$ cat src/isa_glue_consts.svh
// constants for the isa i/o glue block
`ifndef ISA_GLUE_CONSTS_SVH
`define ISA_GLUE_CONSTS_SVH
`define OFS_DATA 3'h0
`define OFS_CMD 3'h1
`define OFS_INPUT 3'h2
`define OFS_OUTPUT 3'h3
`define BIT_SUSPEND_FORCE 6
`define BIT_INT_ENABLE 7
`define OUT_RESET 8'h00
`define LED_LSB 0
`define LED_MSB 3
`define CTRL_WIN_HI 2
`define CTRL_WIN_LO 1
`define CTRL_WIN_SEL 2'b00
`define CMD_BIT 0
`endif

$ cat src/isa_glue_pkg.sv
// types shared by the isa i/o glue block
package isa_glue_pkg;
    typedef logic [7:0] byte_t;
    typedef enum logic [2:0] {
        ST_IDLE = 3'b001,
        ST_WRITE = 3'b010,
        ST_READ = 3'b100
    } access_e;
endpackage

$ cat src/sync_if.sv
// interface carrying raw pins into the synchroniser and clean levels out
`timescale 1ns/1ps
interface sync_if;
    // select, two strobes, four status pins and four keys
    logic [10:0] raw;
    logic [10:0] clean;
    modport src (output raw, input clean);
    modport dst (input raw, output clean);
endinterface

$ cat src/pin_sync.sv
// two-stage synchroniser for the select, strobe, status and key pin inputs
`timescale 1ns/1ps
module pin_sync (
    input wire logic clk,
    sync_if.dst pins
);
    logic [10:0] meta_q;
    logic [10:0] meta_d;
    logic [10:0] clean_q;
    logic [10:0] clean_d;

    // first stage is read only by the second stage
    always_comb begin
        meta_d = pins.raw;
        clean_d = meta_q;
    end

    always_ff @(posedge clk) begin
        meta_q <= meta_d;
        clean_q <= clean_d;
    end

    assign pins.clean = clean_q;
endmodule

$ cat src/isa_io_glue_ports.sv
// isa i/o window glue between the bus and the usb peripheral controller
//
// Summary of operation
// - eight locations; offset 0 passes data both ways
// - offset 1 writes command bytes only
// - offset 2 reads eight status bits
// - offset 3 latches eight control bits
// - offsets 4 to 7 left unclaimed
// - input bits 0-3 are keys, 0 pressed
// - input bits 4,6,7 link, suspend, interrupt
// - input bit 5 high when vbus present
// - output bits 0-3 light test leds
// - output bit 6 forces suspend pin low
// - output bit 7 enables bus interrupt
// - software toggles bit 7 for new edge
// - controller clock output routed to connector
// - irq high when int low and enabled
// - chip select on window, a2a1 zero, strobe
`timescale 1ns/1ps
`include "isa_glue_consts.svh"
module isa_io_glue_ports (
    input wire logic clk,
    input wire logic resetn,
    input wire logic window_sel_n,
    input wire logic [2:0] addr,
    input wire logic iow_n,
    input wire logic ior_n,
    input wire logic [7:0] data_in,
    output logic [7:0] data_out,
    output logic data_oe_n,
    input wire logic [7:0] ctrl_data_in,
    output logic [7:0] ctrl_data_out,
    output logic ctrl_data_oe_n,
    output logic controller_chip_select_n,
    output logic ctrl_a0,
    output logic ctrl_wr_n,
    output logic ctrl_rd_n,
    input wire logic [3:0] test_key_n,
    input wire logic link_pin,
    input wire logic vbus_present,
    input wire logic suspend_pin,
    input wire logic int_n_pin,
    output logic [3:0] test_led,
    output logic suspend_force_low,
    output logic irq,
    input wire logic controller_clk_in,
    output logic controller_clock_output
);
    // ------------------------------------------------------------
    // pin synchronisation
    // ------------------------------------------------------------
    sync_if pins ();
    logic [3:0] keys_s;
    logic link_s;
    logic vbus_s;
    logic susp_s;
    logic intn_s;
    logic sel_s;
    logic iow_s;
    logic ior_s;

    // strobes and pins are all asynchronous to clk
    assign pins.raw = {window_sel_n, iow_n, ior_n, int_n_pin, suspend_pin,
                       vbus_present, link_pin, test_key_n};
    pin_sync u_sync (
        .clk(clk),
        .pins(pins)
    );
    assign {sel_s, iow_s, ior_s, intn_s, susp_s, vbus_s, link_s, keys_s} = pins.clean;

    // sampled address follows strobe timing; isa holds it stable over the cycle
    logic [2:0] addr1_q;
    logic [2:0] addr2_q;
    logic [7:0] din1_q;
    logic [7:0] din2_q;
    logic [7:0] cdin1_q;
    logic [7:0] cdin2_q;
    logic clk1_q;
    logic clk2_q;
    logic [2:0] addr1_d;
    logic [2:0] addr2_d;
    logic [7:0] din1_d;
    logic [7:0] din2_d;
    logic [7:0] cdin1_d;
    logic [7:0] cdin2_d;
    logic clk1_d;
    logic clk2_d;

    // second stage reads only the first; nothing else looks at the first stage
    always_comb begin
        addr1_d = addr;
        addr2_d = addr1_q;
        din1_d = data_in;
        din2_d = din1_q;
        cdin1_d = ctrl_data_in;
        cdin2_d = cdin1_q;
        clk1_d = controller_clk_in;
        clk2_d = clk1_q;
    end

    always_ff @(posedge clk) begin
        addr1_q <= addr1_d;
        addr2_q <= addr2_d;
        din1_q <= din1_d;
        din2_q <= din2_d;
        cdin1_q <= cdin1_d;
        cdin2_q <= cdin2_d;
        clk1_q <= clk1_d;
        clk2_q <= clk2_d;
    end

    // ------------------------------------------------------------
    // decode
    // ------------------------------------------------------------
    function automatic logic hit(input logic [2:0] a, input logic [2:0] ofs);
        hit = !sel_s && (a == ofs);
    endfunction

    logic wr_act;
    logic rd_act;
    assign wr_act = !iow_s;
    assign rd_act = !ior_s;

    // ------------------------------------------------------------
    // access state
    // ------------------------------------------------------------
    isa_glue_pkg::access_e st_q;
    isa_glue_pkg::access_e st_d;
    always_comb begin
        st_d = st_q;
        unique case (st_q)
            isa_glue_pkg::ST_IDLE: begin
                if (wr_act) begin
                    st_d = isa_glue_pkg::ST_WRITE;
                end else if (rd_act) begin
                    st_d = isa_glue_pkg::ST_READ;
                end
            end
            isa_glue_pkg::ST_WRITE: begin
                if (!wr_act) begin
                    st_d = isa_glue_pkg::ST_IDLE;
                end
            end
            isa_glue_pkg::ST_READ: begin
                if (!rd_act) begin
                    st_d = isa_glue_pkg::ST_IDLE;
                end
            end
            default: st_d = isa_glue_pkg::ST_IDLE;
        endcase
    end

    // ------------------------------------------------------------
    // output port latch and pin outputs
    // ------------------------------------------------------------
    isa_glue_pkg::byte_t out_q;
    isa_glue_pkg::byte_t out_d;
    logic [7:0] dout_d;
    logic doe_n_d;
    logic cs_n_d;
    logic [7:0] cdout_d;
    logic coe_n_d;
    logic irq_d;

    always_comb begin
        out_d = out_q;
        // latch captured at end of the write strobe, data is settled then
        if (st_q == isa_glue_pkg::ST_WRITE && !wr_act && hit(addr2_q, `OFS_OUTPUT)) begin
            out_d = din2_q;
        end
        // controller selected only in the lower pair of offsets
        cs_n_d = !(!sel_s && addr2_q[`CTRL_WIN_HI:`CTRL_WIN_LO] == `CTRL_WIN_SEL
                   && (wr_act || rd_act));
        cdout_d = din2_q;
        coe_n_d = !(wr_act && !cs_n_d);
        dout_d = 8'h00;
        doe_n_d = 1'b1;
        if (rd_act && hit(addr2_q, `OFS_DATA)) begin
            dout_d = cdin2_q;
            doe_n_d = 1'b0;
        end else if (rd_act && hit(addr2_q, `OFS_INPUT)) begin
            dout_d = {intn_s, susp_s, vbus_s, link_s, keys_s};
            doe_n_d = 1'b0;
        end
        irq_d = !intn_s && out_q[`BIT_INT_ENABLE];
    end

    always_ff @(posedge clk) begin
        if (!resetn) begin
            st_q <= isa_glue_pkg::ST_IDLE;
            out_q <= `OUT_RESET;
            data_out <= 8'h00;
            data_oe_n <= 1'b1;
            ctrl_data_out <= 8'h00;
            ctrl_data_oe_n <= 1'b1;
            controller_chip_select_n <= 1'b1;
            ctrl_a0 <= 1'b0;
            ctrl_wr_n <= 1'b1;
            ctrl_rd_n <= 1'b1;
            test_led <= 4'h0;
            suspend_force_low <= 1'b0;
            irq <= 1'b0;
            controller_clock_output <= 1'b0;
        end else begin
            st_q <= st_d;
            out_q <= out_d;
            data_out <= dout_d;
            data_oe_n <= doe_n_d;
            ctrl_data_out <= cdout_d;
            ctrl_data_oe_n <= coe_n_d;
            controller_chip_select_n <= cs_n_d;
            ctrl_a0 <= addr2_q[`CMD_BIT];
            ctrl_wr_n <= iow_s;
            ctrl_rd_n <= ior_s;
            test_led <= out_q[`LED_MSB:`LED_LSB];
            suspend_force_low <= out_q[`BIT_SUSPEND_FORCE];
            irq <= irq_d;
            controller_clock_output <= clk2_q;
        end
    end
endmodule

$ cat config.mk
export PLATFORM = sky130hd
export DESIGN_NAME = isa_io_glue_ports
export DESIGN_NICKNAME = d
export VERILOG_FILES = /design/src/isa_glue_pkg.sv /design/src/sync_if.sv /design/src/pin_sync.sv /design/src/isa_io_glue_ports.sv
export VERILOG_INCLUDE_DIRS = /design/src /design/src/src
export SDC_FILE = /design/constraint.sdc
export NUM_CORES = 1
export LEC_CHECK = 0
export BUFFER_PORTS_ARGS = -buffer_cell sky130_fd_sc_hd__buf_4
export CELL_PAD_IN_SITES_DETAIL_PLACEMENT = 1
export CELL_PAD_IN_SITES_GLOBAL_PLACEMENT = 1
export CORE_ASPECT_RATIO = 2
export CORE_UTILIZATION = 31
export CTS_CLUSTER_SIZE = 16
export DETAILED_ROUTE_END_ITERATION = 12
export PLACE_DENSITY_LB_ADDON = 0.3
export SYNTH_ARGS = -nofsm -noshare
export SYNTH_HDL_FRONTEND = slang
export SYNTH_HIERARCHICAL = 1
export SYNTH_SLANG_ARGS = --single-unit
export TNS_END_PERCENT = 100
$ cat constraint.sdc
create_clock -name clk -period 1.85 [get_ports clk]
set_input_delay 0.0925 -clock clk [delete_from_list [all_inputs] [get_ports clk]]
set_output_delay 0.0925 -clock clk [all_outputs]
set_load 0.01 [all_outputs]
==> results.sh <==
export IMPL_drt_iter0_markers=38
export IMPL_synth_nets=198
export IMPL_hp_class="in2reg"
export IMPL_r2r_slack_ps=420
export IMPL_area_growth_pct=47.72
export IMPL_p_per_area_nw_per_um2=1190
export IMPL_routedWlPerCell_um=12.43
export IMPL_pre_cts_slack_ps=412.2
export IMPL_ys_ff_latch=100
export IMPL_ys_seq_area_frac=0.8122
export IMPL_setup_viol=0
export IMPL_fin_ws_ps=422.8
export IMPL_io_buffers=61
export IMPL_ys_warn_count=6
export IMPL_nFillCells=797
export IMPL_cp_startpoint="st_q[2]$_SDFFE_PN0P_"
export IMPL_die_w_um=65.05
export IMPL_synth_edf_count=0
export IMPL_ys_types=29
export IMPL_grt_util_met2=0.2279
export IMPL_drive_above_1_share=0.3333
export IMPL_nets=298
export IMPL_synth_most_common_cell="dfxtp_1"
export IMPL_fin_cells=364
export IMPL_slew_viol_final=0
export IMPL_dieArea_sq_um=8333
export IMPL_cts_sinks=100
export IMPL_holdCritStartpoint="resetn"
export IMPL_status="complete, no violations"
export IMPL_drt_pre_antenna_iters=4
export IMPL_maxCapViolations=0
export IMPL_path_class="reg2reg"
export IMPL_place_gp_congestion=0.6420
export IMPL_cts_root_buf="clkbuf_16"
export IMPL_cp_required_ps=2080
export IMPL_drt_wl_total_mm=4.525
export IMPL_ir_worst_vdd_mv=0.7303
export IMPL_initial_core_util=0.3219
export IMPL_max_slew_margin_rel=0.7403
export IMPL_synth_top_area_share=0.8122
export IMPL_grt_max_degree=21
export IMPL_cts_tree="built"
export IMPL_fmax_mhz=700.7
export IMPL_post_synth_top_area_cell="dfxtp_1"
export IMPL_cts_resized=0
export IMPL_grt_usage=0.1212
export IMPL_rows=45
export IMPL_io_pins=62
export IMPL_n_antenna_cell=0
export IMPL_whs_ps=48.18
export IMPL_synthCells=165
export IMPL_antenna_found_initial=0
export IMPL_hold_violations=0
export IMPL_die_h_um=128.1
export IMPL_htree_levels=3
export IMPL_synth_area_top_cells="dfxtp_1 81%, mux2i_1 3.7%, and2_1 2.5%"
export IMPL_grt_overflow=0
export IMPL_dp_cells=317
export IMPL_syn_cell_area_sq_um=2465
export IMPL_r2r_cells=3
export IMPL_cp_endpoint="out_q[0]$_SDFFE_PN0P_"
export IMPL_critPathLaunchType="flop"
export IMPL_avgSynthCellArea_sq_um=14.94
export IMPL_grt_util_met3=0.04270
export IMPL_setup_tns_ps=0
export IMPL_dpl_instance_area_sq_um=3027
export IMPL_hpwl_mm=2.874
export IMPL_grt_pass1_vias=1599
export IMPL_clk_pin_slew_ps=60
export IMPL_rsz0062_at_grt="no"
export IMPL_path_max_fanout=6
export IMPL_p_leak_nw=1.612
export IMPL_cts_buffers_inserted=9
export IMPL_finClkSkew_ps=6.306
export IMPL_viasPerCell=4.074
export IMPL_vias=1483
export IMPL_worst_pin_slew_ps=384.2
export IMPL_fin_crit_sh=0.7715
export IMPL_use_met1=0.09594
export IMPL_design_area_sq_um=3641
export IMPL_r2r_end="out_q[0]$_SDFFE_PN0P_"
export IMPL_insertion_delay_ps=340
export IMPL_synthArstFlopShare=0
export IMPL_grt_pass1_wl_mm=7.044
export IMPL_r2r_start="st_q[2]$_SDFFE_PN0P_"
export IMPL_worstPathArrival_ps=1650
export IMPL_drc_errors=0
export IMPL_power_total_mw=4.334
export IMPL_clock_path_buffers=2
export IMPL_global_route_peak_usage_layer="met2"
export IMPL_postLayoutCoreUtil=0.4755
export IMPL_period_minus_slack_ps=1427
export IMPL_cp_end_kind="flop"
export IMPL_synth_common_cells="100 x dfxtp_1, 10 x and2_1, 9 x mux2i_1, 9 x nor2_1, 5 x mux2_2"
export IMPL_core_sq_um=7657
export IMPL_final_antenna_net_count=0
export IMPL_ys_flop_type="dfxtp_1"
-- cells in the final DEF (no fill, tap or decap), types with 2 or more instances in the layout --
cell / instances
mux2_2: 5
and2_1: 10
nand2b_1: 2
clkbuf_8: 2
mux2i_1: 9
dfxtp_1: 100
dlygate4sd3_1: 31
nor3_1: 2
clkbuf_16: 9
nand2_1: 3
clkinv_2: 2
and2_2: 4
inv_1: 2
buf_4: 62
nor2_1: 9
-- how the worst min path moves through the flow --
stage,end,slack [ps],cells after the start
finish,controller_chip_select_n$_SDFF_PN1_,50,2
global route,controller_chip_select_n$_SDFF_PN1_,50,2
CTS,controller_chip_select_n$_SDFF_PN1_,40,2
detailed placement,cdin1_q[3]$_DFF_P_,200,1
global placement,cdin1_q[6]$_DFF_P_,200,1
floorplan,addr1_q[0]$_DFF_P_,120,0
-- sequential cells by signal, summed over array words and instances (netlist names), 3 cells and up --
register           cells
test_led               4
addr1_q                3
addr2_q                3
ctrl_data_out          8
cdin2_q                8
u_sync/clean_d        11
st_q                   3
out_q                  6
cdout_d                8
din1_q                 8
cdin1_q                8
u_sync/pins.clean     11
data_out               8
-- per-layer routing --
layer | vias to the layer above | wire length (um) | part of all wire
met5 | - | 0 | 0
met3 | 13 | 239 | 0.053
li1 | 733 | - | -
met4 | 0 | 159 | 0.035
met1 | 687 | 1549 | 0.34
met2 | 50 | 2578 | 0.57
-- report_power, final --
| group | internal (mW) | switching, mW | leakage (nW) | total, mW |
|---|---|---|---|---|
| clock | 1.12 | 0.733 | 0.149 | 1.85 |
| combinational | 0.136 | 0.0631 | 0.630 | 0.200 |
| sequential | 2.25 | 0.0371 | 0.834 | 2.29 |
-- worst max-delay path, stage by stage, from the launching register on --
cell and delay (ps):
dfxtp_1 350, nor4b_2 320, and4_2 310, mux2_2 340
-- logic make-up after synthesis --
kind of cell,Yosys count,share of synthesized area
buffers and inverters,6,0.01167
AOI/OAI and AO/OA,2,0.005075
muxes,14,0.05939
xor gates and xnor gates,1,0.003554
DFF,100,0.8122
and+or+nand+nor,42,0.1081
-- final cells by class --
type	instances	area, sq um	share of cell area
inverter	2	7.507	0.002062
tap	94	117.6	0.03230
clock inverter	4	47.55	0.01306
sequential	100	2002	0.5498
multi-input combinational	59	434.2	0.1192
clock buffer	12	256.5	0.07045
timing repair buffer	93	775.7	0.2131
-- timing repair --
item | in CTS | in global routing
hold buffers | 31 | 0
hold endpoints to repair | 31 | 0
setup buffers | 0 | 0
Note: power is estimated with default switching activity, not from simulation.
